### src/inc/apd_pkg.sv
// constants, register map and carrier types of the amplifier supervisory block
// assumes a 100 MHz system clock and analog detectors that present plain logic levels
package apd_pkg;
  // clock and timing
  localparam int CLK_MHZ    = 100;
  localparam int START_US   = 1000;                 // start-up ramp length
  localparam int START_CYC  = START_US * CLK_MHZ;
  localparam int FMUTE_US   = 100;                  // fast mute before shut-down
  localparam int FMUTE_CYC  = FMUTE_US * CLK_MHZ;
  localparam int CNT_W      = 17;

  // register index on the plain port
  localparam logic [2:0] REG_CTRL = 3'h0;
  localparam logic [2:0] REG_FAULT_INDICATOR_OUTPUT = 3'h1;
  localparam logic [2:0] REG_TEMP = 3'h2;
  localparam logic [2:0] REG_STAT = 3'h3;
  localparam logic [2:0] REG_CH0  = 3'h4;           // channels at 4..7

  // control register fields
  localparam int CTRL_START     = 0;
  localparam int CTRL_DCLD      = 1;
  localparam int CTRL_ROUTE_LSB = 3;                // clip route ch0..ch3, 1 = standby pin
  // diagnostic selection fields
  localparam int FAULT_INDICATOR_OUTPUT_LVL_LSB   = 0;
  localparam int FAULT_INDICATOR_OUTPUT_LOAD_DIS  = 4;
  localparam int FAULT_INDICATOR_OUTPUT_TEMP_DIS  = 5;
  localparam int FAULT_INDICATOR_OUTPUT_CLIP_DIS  = 6;
  // temperature field
  localparam int TEMP_PW_SEL    = 4;
  // status fields
  localparam int STAT_PW        = 0;
  localparam int STAT_GR        = 1;
  localparam int STAT_LOWBAT    = 2;
  localparam int STAT_OV        = 3;
  localparam int STAT_TOFF      = 4;
  localparam int STAT_POR       = 7;
  // channel status fields
  localparam int CH_CLIP        = 0;
  localparam int CH_SHORT       = 1;
  localparam int CH_OFFS        = 2;
  localparam int CH_MISS        = 3;
  localparam int CH_LOAD_LSB    = 4;

  localparam logic [7:0] REG_RESET       = 8'h00;
  localparam logic [1:0] LOAD_NORMAL     = 2'h0;
  localparam logic [1:0] LOAD_LINE       = 2'h2;
  localparam logic [1:0] LOAD_OPEN       = 2'h3;
  localparam logic [1:0] CLIP_LVL_LEGACY = 2'h0;    // lowest clip level
  localparam logic       PW_SEL_LEGACY   = 1'b0;    // lower pre-warning level

  // analog detector results
  typedef struct packed {
    logic       vp_below_reset;
    logic       hr_low;
    logic       vp_low_mute;
    logic       low_bat;
    logic       over_volt;
    logic       svr_empty;
    logic       prewarn;
    logic       gain_red;
    logic       t_off;
    logic [3:0] short_ch;
    logic [3:0] miss_ch;
    logic [3:0] clip_ch;
    logic [3:0] in_window;
    logic [3:0] i_open;
    logic [3:0] i_line;
  } apd_det_t;

  typedef enum logic [6:0] {
    ST_OFF   = 7'b0000001,
    ST_START = 7'b0000010,
    ST_RUN   = 7'b0000100,
    ST_HMUTE = 7'b0001000,
    ST_DISCH = 7'b0010000,
    ST_FMUTE = 7'b0100000,
    ST_LOW   = 7'b1000000
  } apd_state_t;
endpackage

### src/rtl/apd_ctrl.sv
// supervisory logic of a quad bridge amplifier: power-on, headroom, thermal, diagnostics
// assumes detector and pin inputs are asynchronous levels; registers on a plain 8-bit port
`timescale 1ns/10ps

// What this block does
// - bus mode undervoltage: clear instruction registers, off, fault low
// - start bit clears power flag, releases fault, starts
// - legacy undervoltage: amplifier off, fault untouched
// - low headroom: hard mute, then discharge capacitors
// - after discharge restart only above mute threshold
// - bus undervoltage sets power flag, waits start
// - standby low triggers fast mute from start-up or run
// - overvoltage switches output stage high impedance
// - pre-warning level selectable, shown and readable
// - legacy pre-warning level fixed at default
// - warm: gain reduction; too hot: channels off
// - fault output ORs fixed and enabled sources
// - fault low while failure persists, then released
// - standby pin second clip output, per channel
// - bus mode pin source selection
// - legacy fault sources fixed, no power flag
// - offset read sets latches, window clears, blocks
// - dc load detect ramps and classifies channels
// - status bits sticky, cleared by host read except the power flag
// - load code: 00 normal, 10 line, 11 open
// - instruction bits read zero after power-on
module apd_ctrl #(
  parameter int START_CYC = apd_pkg::START_CYC,
  parameter int FMUTE_CYC = apd_pkg::FMUTE_CYC
) (
  input  wire logic             clk_sys_i,
  input  wire logic             srst_i,
  input  wire logic             legacy_mode_i,
  input  wire logic             standby_in_i,
  output logic                  standby_out_o,
  output logic                  standby_oe_o,
  output logic                  fault_out_o,
  output logic                  fault_oe_o,
  input  wire apd_pkg::apd_det_t det_i,
  input  wire logic [2:0]       reg_addr_i,
  input  wire logic [7:0]       reg_wdata_i,
  input  wire logic             reg_we_i,
  input  wire logic             reg_re_i,
  output logic [7:0]            reg_rdata_o,
  output logic                  amp_on_o,
  output logic                  hard_mute_o,
  output logic                  fast_mute_o,
  output logic                  svr_discharge_o,
  output logic                  stage_hiz_o,
  output logic                  gain_reduce_o,
  output logic [3:0]            ch_off_o,
  output logic                  dc_ramp_o,
  output logic [1:0]            clip_level_o,
  output logic                  prewarn_sel_o
);
  localparam logic [apd_pkg::CNT_W-1:0] START_LAST = apd_pkg::CNT_W'(START_CYC - 1);
  localparam logic [apd_pkg::CNT_W-1:0] FMUTE_LAST = apd_pkg::CNT_W'(FMUTE_CYC - 1);

  apd_pkg::apd_det_t          det_s1_ff, det_ff;
  logic [1:0]                 pin_s1_ff, pin_ff;
  logic                       stb_d_ff;
  apd_pkg::apd_state_t        st_ff, nxt_st;
  logic [apd_pkg::CNT_W-1:0]  cnt_ff, nxt_cnt;
  logic [7:0]                 ctrl_ff, nxt_ctrl, fault_indicator_output_ff, nxt_fault_indicator_output, temp_ff, nxt_temp;
  logic [7:0]                 stat_ff, nxt_stat;
  logic [7:0]                 ch_ff [4];
  logic [7:0]                 nxt_ch [4];
  logic [3:0]                 offs_arm_ff, nxt_offs_arm;
  logic [7:0]                 rdata_ff, nxt_rdata;
  logic                       legacy, stb, por_evt, start_wr, stat_rd, classify;
  // recent history of our own standby pull, used to mask the synchronised pin
  logic                       oe_d1_ff, oe_d2_ff, stb_mask;
  logic [3:0]                 ch_rd, route;
  logic                       temp_en, load_en, clip_en, fault_pull, stb_pull;

  // two-flop synchronisers for detectors and pins
  always_ff @(posedge clk_sys_i) begin
    det_s1_ff <= det_i;
    det_ff    <= det_s1_ff;
    pin_s1_ff <= {legacy_mode_i, standby_in_i};
    pin_ff    <= pin_s1_ff;
    stb_d_ff  <= stb;
    // own pull delayed as far as the pin synchroniser lags it
    oe_d1_ff  <= standby_oe_o;
    oe_d2_ff  <= oe_d1_ff;
  end

  // decoded bus events and mode
  always_comb begin
    legacy   = pin_ff[1];
    // own clip pull on the standby pin must not read back as standby; the synchronised
    // pin lags the pull by up to two cycles, so the mask is held as long
    // limitation: a host pulling the pin low while we pull is not seen
    stb_mask = standby_oe_o | oe_d1_ff | oe_d2_ff;
    stb      = pin_ff[0] | stb_mask;
    // power-on on a rise of the masked level only, so a released pull is no power-on
    por_evt  = ~legacy & (det_ff.vp_below_reset | (stb & ~stb_d_ff));
    start_wr = reg_we_i & (reg_addr_i == apd_pkg::REG_CTRL) & reg_wdata_i[apd_pkg::CTRL_START];
    stat_rd  = reg_re_i & (reg_addr_i == apd_pkg::REG_STAT);
    for (int i = 0; i < 4; i++) begin
      ch_rd[i] = reg_re_i & (reg_addr_i == (apd_pkg::REG_CH0 + 3'(i)));
    end
  end

  // instruction registers and their power-on clear
  always_comb begin
    nxt_ctrl = ctrl_ff;
    nxt_fault_indicator_output = fault_indicator_output_ff;
    nxt_temp = temp_ff;
    if (reg_we_i) begin
      case (reg_addr_i)
        apd_pkg::REG_CTRL: nxt_ctrl = reg_wdata_i;
        apd_pkg::REG_FAULT_INDICATOR_OUTPUT: nxt_fault_indicator_output = reg_wdata_i;
        apd_pkg::REG_TEMP: nxt_temp = reg_wdata_i;
        default: ;
      endcase
    end
    if (por_evt) begin
      nxt_ctrl = apd_pkg::REG_RESET;
      nxt_fault_indicator_output = apd_pkg::REG_RESET;
      nxt_temp = apd_pkg::REG_RESET;
    end
  end

  always_ff @(posedge clk_sys_i) begin
    if (srst_i) begin
      ctrl_ff <= apd_pkg::REG_RESET;
      fault_indicator_output_ff <= apd_pkg::REG_RESET;
      temp_ff <= apd_pkg::REG_RESET;
    end else begin
      ctrl_ff <= nxt_ctrl;
      fault_indicator_output_ff <= nxt_fault_indicator_output;
      temp_ff <= nxt_temp;
    end
  end

  // effective settings: legacy mode forces the all-zero setting
  always_comb begin
    route   = legacy ? 4'h0 : ctrl_ff[apd_pkg::CTRL_ROUTE_LSB +: 4];
    temp_en = legacy | ~fault_indicator_output_ff[apd_pkg::FAULT_INDICATOR_OUTPUT_TEMP_DIS];
    load_en = legacy | ~fault_indicator_output_ff[apd_pkg::FAULT_INDICATOR_OUTPUT_LOAD_DIS];
    clip_en = legacy | ~fault_indicator_output_ff[apd_pkg::FAULT_INDICATOR_OUTPUT_CLIP_DIS];
  end

  // start-up, headroom and shut-down sequencer
  always_comb begin
    nxt_st   = st_ff;
    nxt_cnt  = cnt_ff + 1'b1;
    classify = 1'b0;
    case (st_ff)
      apd_pkg::ST_OFF: begin
        nxt_cnt = '0;
        // bus mode waits for the start bit with the power flag cleared
        if (stb && (legacy || (ctrl_ff[apd_pkg::CTRL_START] && !stat_ff[apd_pkg::STAT_POR]))) begin
          nxt_st = apd_pkg::ST_START;
        end
      end
      apd_pkg::ST_START: begin
        if (!stb) begin
          nxt_st = apd_pkg::ST_FMUTE;
          nxt_cnt = '0;
        end else if (cnt_ff == START_LAST) begin
          nxt_st   = apd_pkg::ST_RUN;
          classify = 1'b1;
        end
      end
      apd_pkg::ST_RUN: begin
        nxt_cnt = '0;
        if (!stb) begin
          nxt_st = apd_pkg::ST_FMUTE;
        end else if (det_ff.hr_low) begin
          nxt_st = apd_pkg::ST_HMUTE;
        end
      end
      apd_pkg::ST_HMUTE: begin
        nxt_st = apd_pkg::ST_DISCH;
      end
      apd_pkg::ST_DISCH, apd_pkg::ST_LOW: begin
        nxt_cnt = '0;
        if (det_ff.svr_empty || st_ff == apd_pkg::ST_LOW) begin
          nxt_st = det_ff.vp_low_mute ? apd_pkg::ST_LOW : apd_pkg::ST_START;
        end
      end
      apd_pkg::ST_FMUTE: begin
        if (cnt_ff == FMUTE_LAST) begin
          nxt_st = apd_pkg::ST_OFF;
        end
      end
      default: nxt_st = apd_pkg::ST_OFF;
    endcase
    if (por_evt || det_ff.vp_below_reset) begin
      nxt_st  = apd_pkg::ST_OFF;
      nxt_cnt = '0;
    end
  end

  always_ff @(posedge clk_sys_i) begin
    if (srst_i) begin
      st_ff  <= apd_pkg::ST_OFF;
      cnt_ff <= '0;
    end else begin
      st_ff  <= nxt_st;
      cnt_ff <= nxt_cnt;
    end
  end

  // global status: sticky, read clears all but the power-on flag, a new event wins over the clear
  always_comb begin
    nxt_stat = stat_rd ? (stat_ff & 8'h80) : stat_ff;
    nxt_stat[apd_pkg::STAT_PW]     = nxt_stat[apd_pkg::STAT_PW] | det_ff.prewarn;
    nxt_stat[apd_pkg::STAT_GR]     = nxt_stat[apd_pkg::STAT_GR] | det_ff.gain_red;
    nxt_stat[apd_pkg::STAT_LOWBAT] = nxt_stat[apd_pkg::STAT_LOWBAT] | det_ff.low_bat;
    nxt_stat[apd_pkg::STAT_OV]     = nxt_stat[apd_pkg::STAT_OV] | det_ff.over_volt;
    nxt_stat[apd_pkg::STAT_TOFF]   = nxt_stat[apd_pkg::STAT_TOFF] | det_ff.t_off;
    if (start_wr) begin
      nxt_stat[apd_pkg::STAT_POR] = 1'b0;
    end
    if (por_evt) begin
      nxt_stat[apd_pkg::STAT_POR] = 1'b1;
    end
  end

  always_ff @(posedge clk_sys_i) begin
    if (srst_i) begin
      stat_ff <= apd_pkg::REG_RESET;
    end else begin
      stat_ff <= nxt_stat;
    end
  end

  // per-channel status, offset latch and load code
  genvar g;
  generate
    for (g = 0; g < 4; g++) begin : g_ch
      always_comb begin
        nxt_ch[g]       = ch_ff[g];
        nxt_offs_arm[g] = offs_arm_ff[g];
        if (ch_rd[g]) begin
          nxt_ch[g][apd_pkg::CH_CLIP]  = 1'b0;
          nxt_ch[g][apd_pkg::CH_SHORT] = 1'b0;
          nxt_ch[g][apd_pkg::CH_MISS]  = 1'b0;
        end
        nxt_ch[g][apd_pkg::CH_CLIP]  = nxt_ch[g][apd_pkg::CH_CLIP] | det_ff.clip_ch[g];
        nxt_ch[g][apd_pkg::CH_SHORT] = nxt_ch[g][apd_pkg::CH_SHORT] | det_ff.short_ch[g];
        nxt_ch[g][apd_pkg::CH_MISS]  = nxt_ch[g][apd_pkg::CH_MISS] | det_ff.miss_ch[g];
        if (det_ff.in_window[g]) begin
          nxt_ch[g][apd_pkg::CH_OFFS] = 1'b0;
          nxt_offs_arm[g]             = 1'b0;
        end
        if (ch_rd[g] && !legacy) begin
          nxt_ch[g][apd_pkg::CH_OFFS] = 1'b1;
          nxt_offs_arm[g]             = 1'b1;
        end
        if (classify) begin
          if (!ctrl_ff[apd_pkg::CTRL_DCLD] || legacy) begin
            nxt_ch[g][apd_pkg::CH_LOAD_LSB +: 2] = apd_pkg::LOAD_NORMAL;
          end else if (det_ff.i_open[g]) begin
            nxt_ch[g][apd_pkg::CH_LOAD_LSB +: 2] = apd_pkg::LOAD_OPEN;
          end else if (det_ff.i_line[g]) begin
            nxt_ch[g][apd_pkg::CH_LOAD_LSB +: 2] = apd_pkg::LOAD_LINE;
          end else begin
            nxt_ch[g][apd_pkg::CH_LOAD_LSB +: 2] = apd_pkg::LOAD_NORMAL;
          end
        end
      end

      always_ff @(posedge clk_sys_i) begin
        if (srst_i) begin
          ch_ff[g]       <= apd_pkg::REG_RESET;
          offs_arm_ff[g] <= 1'b0;
        end else begin
          ch_ff[g]       <= nxt_ch[g];
          offs_arm_ff[g] <= nxt_offs_arm[g];
        end
      end
    end
  endgenerate

  // fault and standby pin sources, live except the latched power-on flag
  always_comb begin
    fault_pull = (~legacy & stat_ff[apd_pkg::STAT_POR])
               | det_ff.low_bat | det_ff.over_volt
               | (temp_en & det_ff.prewarn)
               | (load_en & (|det_ff.short_ch | |det_ff.miss_ch))
               | (clip_en & |(det_ff.clip_ch & ~route));
    stb_pull   = ~legacy & clip_en & |(det_ff.clip_ch & route);
  end

  // read data one cycle after the strobe
  always_comb begin
    nxt_rdata = 8'h00;
    if (reg_re_i) begin
      case (reg_addr_i)
        apd_pkg::REG_CTRL: nxt_rdata = ctrl_ff;
        apd_pkg::REG_FAULT_INDICATOR_OUTPUT: nxt_rdata = fault_indicator_output_ff;
        apd_pkg::REG_TEMP: nxt_rdata = temp_ff;
        apd_pkg::REG_STAT: nxt_rdata = stat_ff;
        default:           nxt_rdata = ch_ff[reg_addr_i[1:0]];
      endcase
    end
  end

  // registered pin and amplifier controls
  always_ff @(posedge clk_sys_i) begin
    if (srst_i) begin
      rdata_ff        <= 8'h00;
      fault_oe_o      <= 1'b0;
      standby_oe_o    <= 1'b0;
      amp_on_o        <= 1'b0;
      hard_mute_o     <= 1'b0;
      fast_mute_o     <= 1'b0;
      svr_discharge_o <= 1'b0;
      stage_hiz_o     <= 1'b0;
      gain_reduce_o   <= 1'b0;
      ch_off_o        <= 4'h0;
      dc_ramp_o       <= 1'b0;
      clip_level_o    <= apd_pkg::CLIP_LVL_LEGACY;
      prewarn_sel_o   <= apd_pkg::PW_SEL_LEGACY;
    end else begin
      rdata_ff        <= nxt_rdata;
      fault_oe_o      <= fault_pull;
      standby_oe_o    <= stb_pull;
      amp_on_o        <= nxt_st inside {apd_pkg::ST_START, apd_pkg::ST_RUN, apd_pkg::ST_HMUTE,
                                        apd_pkg::ST_FMUTE};
      hard_mute_o     <= nxt_st inside {apd_pkg::ST_HMUTE, apd_pkg::ST_DISCH};
      fast_mute_o     <= nxt_st == apd_pkg::ST_FMUTE;
      svr_discharge_o <= nxt_st == apd_pkg::ST_DISCH;
      stage_hiz_o     <= det_ff.over_volt;
      gain_reduce_o   <= det_ff.gain_red;
      ch_off_o        <= {4{det_ff.t_off}} | det_ff.short_ch | det_ff.miss_ch;
      dc_ramp_o       <= ~legacy & ctrl_ff[apd_pkg::CTRL_DCLD] & (nxt_st == apd_pkg::ST_START);
      clip_level_o    <= legacy ? apd_pkg::CLIP_LVL_LEGACY : fault_indicator_output_ff[apd_pkg::FAULT_INDICATOR_OUTPUT_LVL_LSB +: 2];
      prewarn_sel_o   <= legacy ? apd_pkg::PW_SEL_LEGACY : temp_ff[apd_pkg::TEMP_PW_SEL];
    end
  end

  // open-drain pins only ever pull low
  assign fault_out_o   = 1'b0;
  assign standby_out_o = 1'b0;
  assign reg_rdata_o   = rdata_ff;
endmodule // apd_ctrl

### config.mk
export PLATFORM = sky130hd
export DESIGN_NAME = apd_ctrl
export DESIGN_NICKNAME = d
export VERILOG_FILES = /design/src/inc/apd_pkg.sv /design/src/rtl/apd_ctrl.sv
export SDC_FILE = /design/constraint.sdc
export NUM_CORES = 1
export LEC_CHECK = 0
export ABC_AREA = 1
export BUFFER_PORTS_ARGS = -buffer_cell sky130_fd_sc_hd__buf_4
export CORE_MARGIN = 2
export CORE_UTILIZATION = 50
export DETAILED_ROUTE_END_ITERATION = 12
export MAX_ROUTING_LAYER = met4
export PLACE_DENSITY = 0.7
export SLEW_MARGIN = 20
export SYNTH_ARGS = -nofsm -noshare
export SYNTH_HDL_FRONTEND = slang
export SYNTH_SLANG_ARGS = --single-unit
### constraint.sdc
create_clock -name clk_sys_i -period 2.1 [get_ports clk_sys_i]
set_input_delay 0.42 -clock clk_sys_i [delete_from_list [all_inputs] [get_ports clk_sys_i]]
set_output_delay 0.42 -clock clk_sys_i [all_outputs]
set_load 0.03 [all_outputs]
==> results.yml <==
outcome:
  status: "finished clean"
synthesis:
  synth-seq-cells: 175
  seq_area_frac_synth: 0.574
  synth_area_um2: 6100
  synth_cells: 694
  ys_warn_count: 0
  synth_area_per_cell_um2: 8.79
  synth_top_area_share: 0.574
  synth_cell_types: 46
  synthTopCellsByArea: "dfxtp_1 57%, nand2_1 8.4%, a21oi_1 4.3%"
  synth_top_area_cell: "dfxtp_1"
placed_design:
  numPortBuffers: 73
  hpwl_mm: 10.2
  gp_congestion: 0.963
  dp_slack_ns: 0.280
worst_setup_path:
  worst-path-stages: 8
  cp_top_family: "simple AND/OR/NAND/NOR gates"
  path_cells: "ha_1, nand3_2, nor2_2, nand2_1, nor2_1, nand2_1, a21oi_1, a21oi_1"
  r2r_start: "cnt_ff[0]"
  cp_slowest_cell: "dfxtp_1"
  crit_buf_inv: 0
  cp.required_ns: 2.41
  cp-end-kind: "flop"
  cp_slowest_stage_delay_ns: 0.37
  critPathLaunchType: "flop"
  crit_type: "reg -> reg"
  crit_fanout: 7
  rr_worst_depth: 8
  critPathLaunch: "cnt_ff[0]"
  worstPathArrival_ns: 2.18
cells_and_area:
  num_antenna_cells: 0
  area_growth_pct: 21.4
  final_nets: 827
  fin_util: 0.619
  drive_above_1_share: 0.198
sta:
  fin_ws_ns: 0.235
  final_hold_viol_count: 0
  fin_crit_ns: 1.86
  rsz0062_at_grt: "no"
  period_share: 0.888
  fmax_mhz: 536
  finClkSkew_ns: 0.00971
  fin_hold_ws_ns: 0.0906
  drv_slew: 0
  setup_viol: 0
  tns_ns: 0
clocking:
  cts_resized: 0
  postCtsSetupBuffers: 0
  htreeDepth: 4
  cts-hold-fix-buffers: 0
  path_clk_slew_ns: 0.07
  cts.sinks: 175
  clk_latency_ns: 0.43
  cts_tree: "built"
  clockBufferDepth: 2
  cts_buffers: 17
  clockRootBuffer: "clkbuf_16"
drt:
  dr_total_vias: 4857
  ant_nets: 0
  drc: 0
  firstDrtPassIters: 5
  drt-vias-per-instance: 5.19
  drt_iter0_markers: 328
  routed_wl_mm: 13.9
  wl_per_cell_um: 14.8
floorplanning:
  initial_utilization: 0.510
  die_x_um: 114
  coreArea_um2: 12000
  die_h_um: 114
  num_io_pins: 76
  die-area_um2: 13100
  rows: 40
min_path:
  whs_path_depth: 1
  hold_start: "det_i[5]"
  holdCritPathClass: "in -> reg"
global_routing:
  grt_start_max_net_pins: 35
  grt.total_usage: 0.228
  antenna_found_initial: 0
  gr-total-overflow: 0
  grt_pass1_vias: 4701
  grt_first_pass_wirelength_mm: 22.3
power:
  p_leak_uw: 0.00309
  finalPower_uw: 7060
  peakVddDrop_mv: 0.819
  power_density_nw_per_um2: 953
job:
  max_cap_violations: 0
[area by class of cell]
class,instances,area [um^2]
inverters,77,290
clock buffers,17,425
multi-input cells,426,2210
clock inverters,15,196
flip-flops and latches,175,3500
repair buffers,79,593
well taps,147,184
fillers,1036,4550
[per-stage QoR]
stage / std cells / instance area [um^2]
2_1_floorplan: 695 / 6110
3_5_place_dp: 904 / 6790
3_3_place_gp: 904 / 6790
5_1_grt: 936 / 7410
6_report: 936 / 7410
4_1_cts: 936 / 7410
[cells in the final DEF, fill, tap and decap left out, types with 10 or more instances in the layout]
cell         n
inv_1       69
o21ai_0     13
dfxtp_1    175
nand2_1    136
buf_4       79
xor2_1      10
nand4_1     11
a21oi_1     53
nor2_1      66
clkbuf_16   17
nor2_2      15
a22oi_1     12
nand3_1     45
[synth_stat cells, drive strengths merged]
cell type / number
nor2: 86
conb: 1
o211ai: 2
o221ai: 3
o2111ai: 1
o31ai: 2
a31oi: 5
a41oi: 2
o21ai: 13
ha: 1
nor4: 3
o32ai: 1
a22oi: 12
dfxtp: 175
xor2: 10
a211oi: 1
nand3: 49
nand2: 142
buf: 9
xnor2: 1
clkbuf: 8
a221oi: 2
clkinv: 2
o22ai: 8
nor3: 9
o21bai: 1
nand4: 12
nor3b: 2
inv: 75
a21oi: 53
nand3b: 3
[layer usage]
layer,vias up,GRT usage,share of wire
met4,0,0.0911,0.018
met1,2257,0.263,0.42
met2,147,0.372,0.50
met3,22,0.0672,0.054
li1,2431,-,-
met5,-,-,0
[cells by family after synthesis]
group | Yosys count | synth area share
AND/OR/NAND/NOR | 306 | 0.241
flip-flops | 175 | 0.574
AO/OA/AOI/OAI | 106 | 0.103
buffers and inverters | 94 | 0.0638
XOR/XNOR | 11 | 0.0158
adder cells (fa/ha/maj) | 1 | 0.00205
other | 1 | 0.000614
[path summary, 6_finish.rpt]
kind,endpoint,slack (ns)
setup / recovery,ch_ff[1][5],0.24
hold / removal,det_s1_ff[5],0.09
setup reg to reg,ch_ff[1][5],0.24
hold reg to reg,det_ff[26],0.33
[state kept, by name (all words and copies together), names as in the netlist, 2 cells and up]
name	flops
ctrl_ff	8
ch_ff	24
reg_rdata_o	8
ch_off_o	4
fault_indicator_output_ff	8
temp_ff	8
pin_s1_ff	2
cnt_ff	17
pin_ff	2
st_ff	7
clip_level_o	2
det_ff	33
det_s1_ff	33
stat_ff	6
[worst register-to-register path: stages (launching register included)]
cell and delay [ns]:
dfxtp_1 0.37, ha_1 0.21, nand3_2 0.17, nor2_2 0.23, nand2_1 0.08, nor2_1 0.11
nand2_1 0.19, a21oi_1 0.29, a21oi_1 0.10
[power breakdown]
group          leakage, uW  internal, uW  switching [uW]
Combinational      0.00134           139             214
Clock             0.000303          1820            1400
Sequential         0.00145          3440            52.4
No activity file was read; power rests on OpenSTA's default activity.
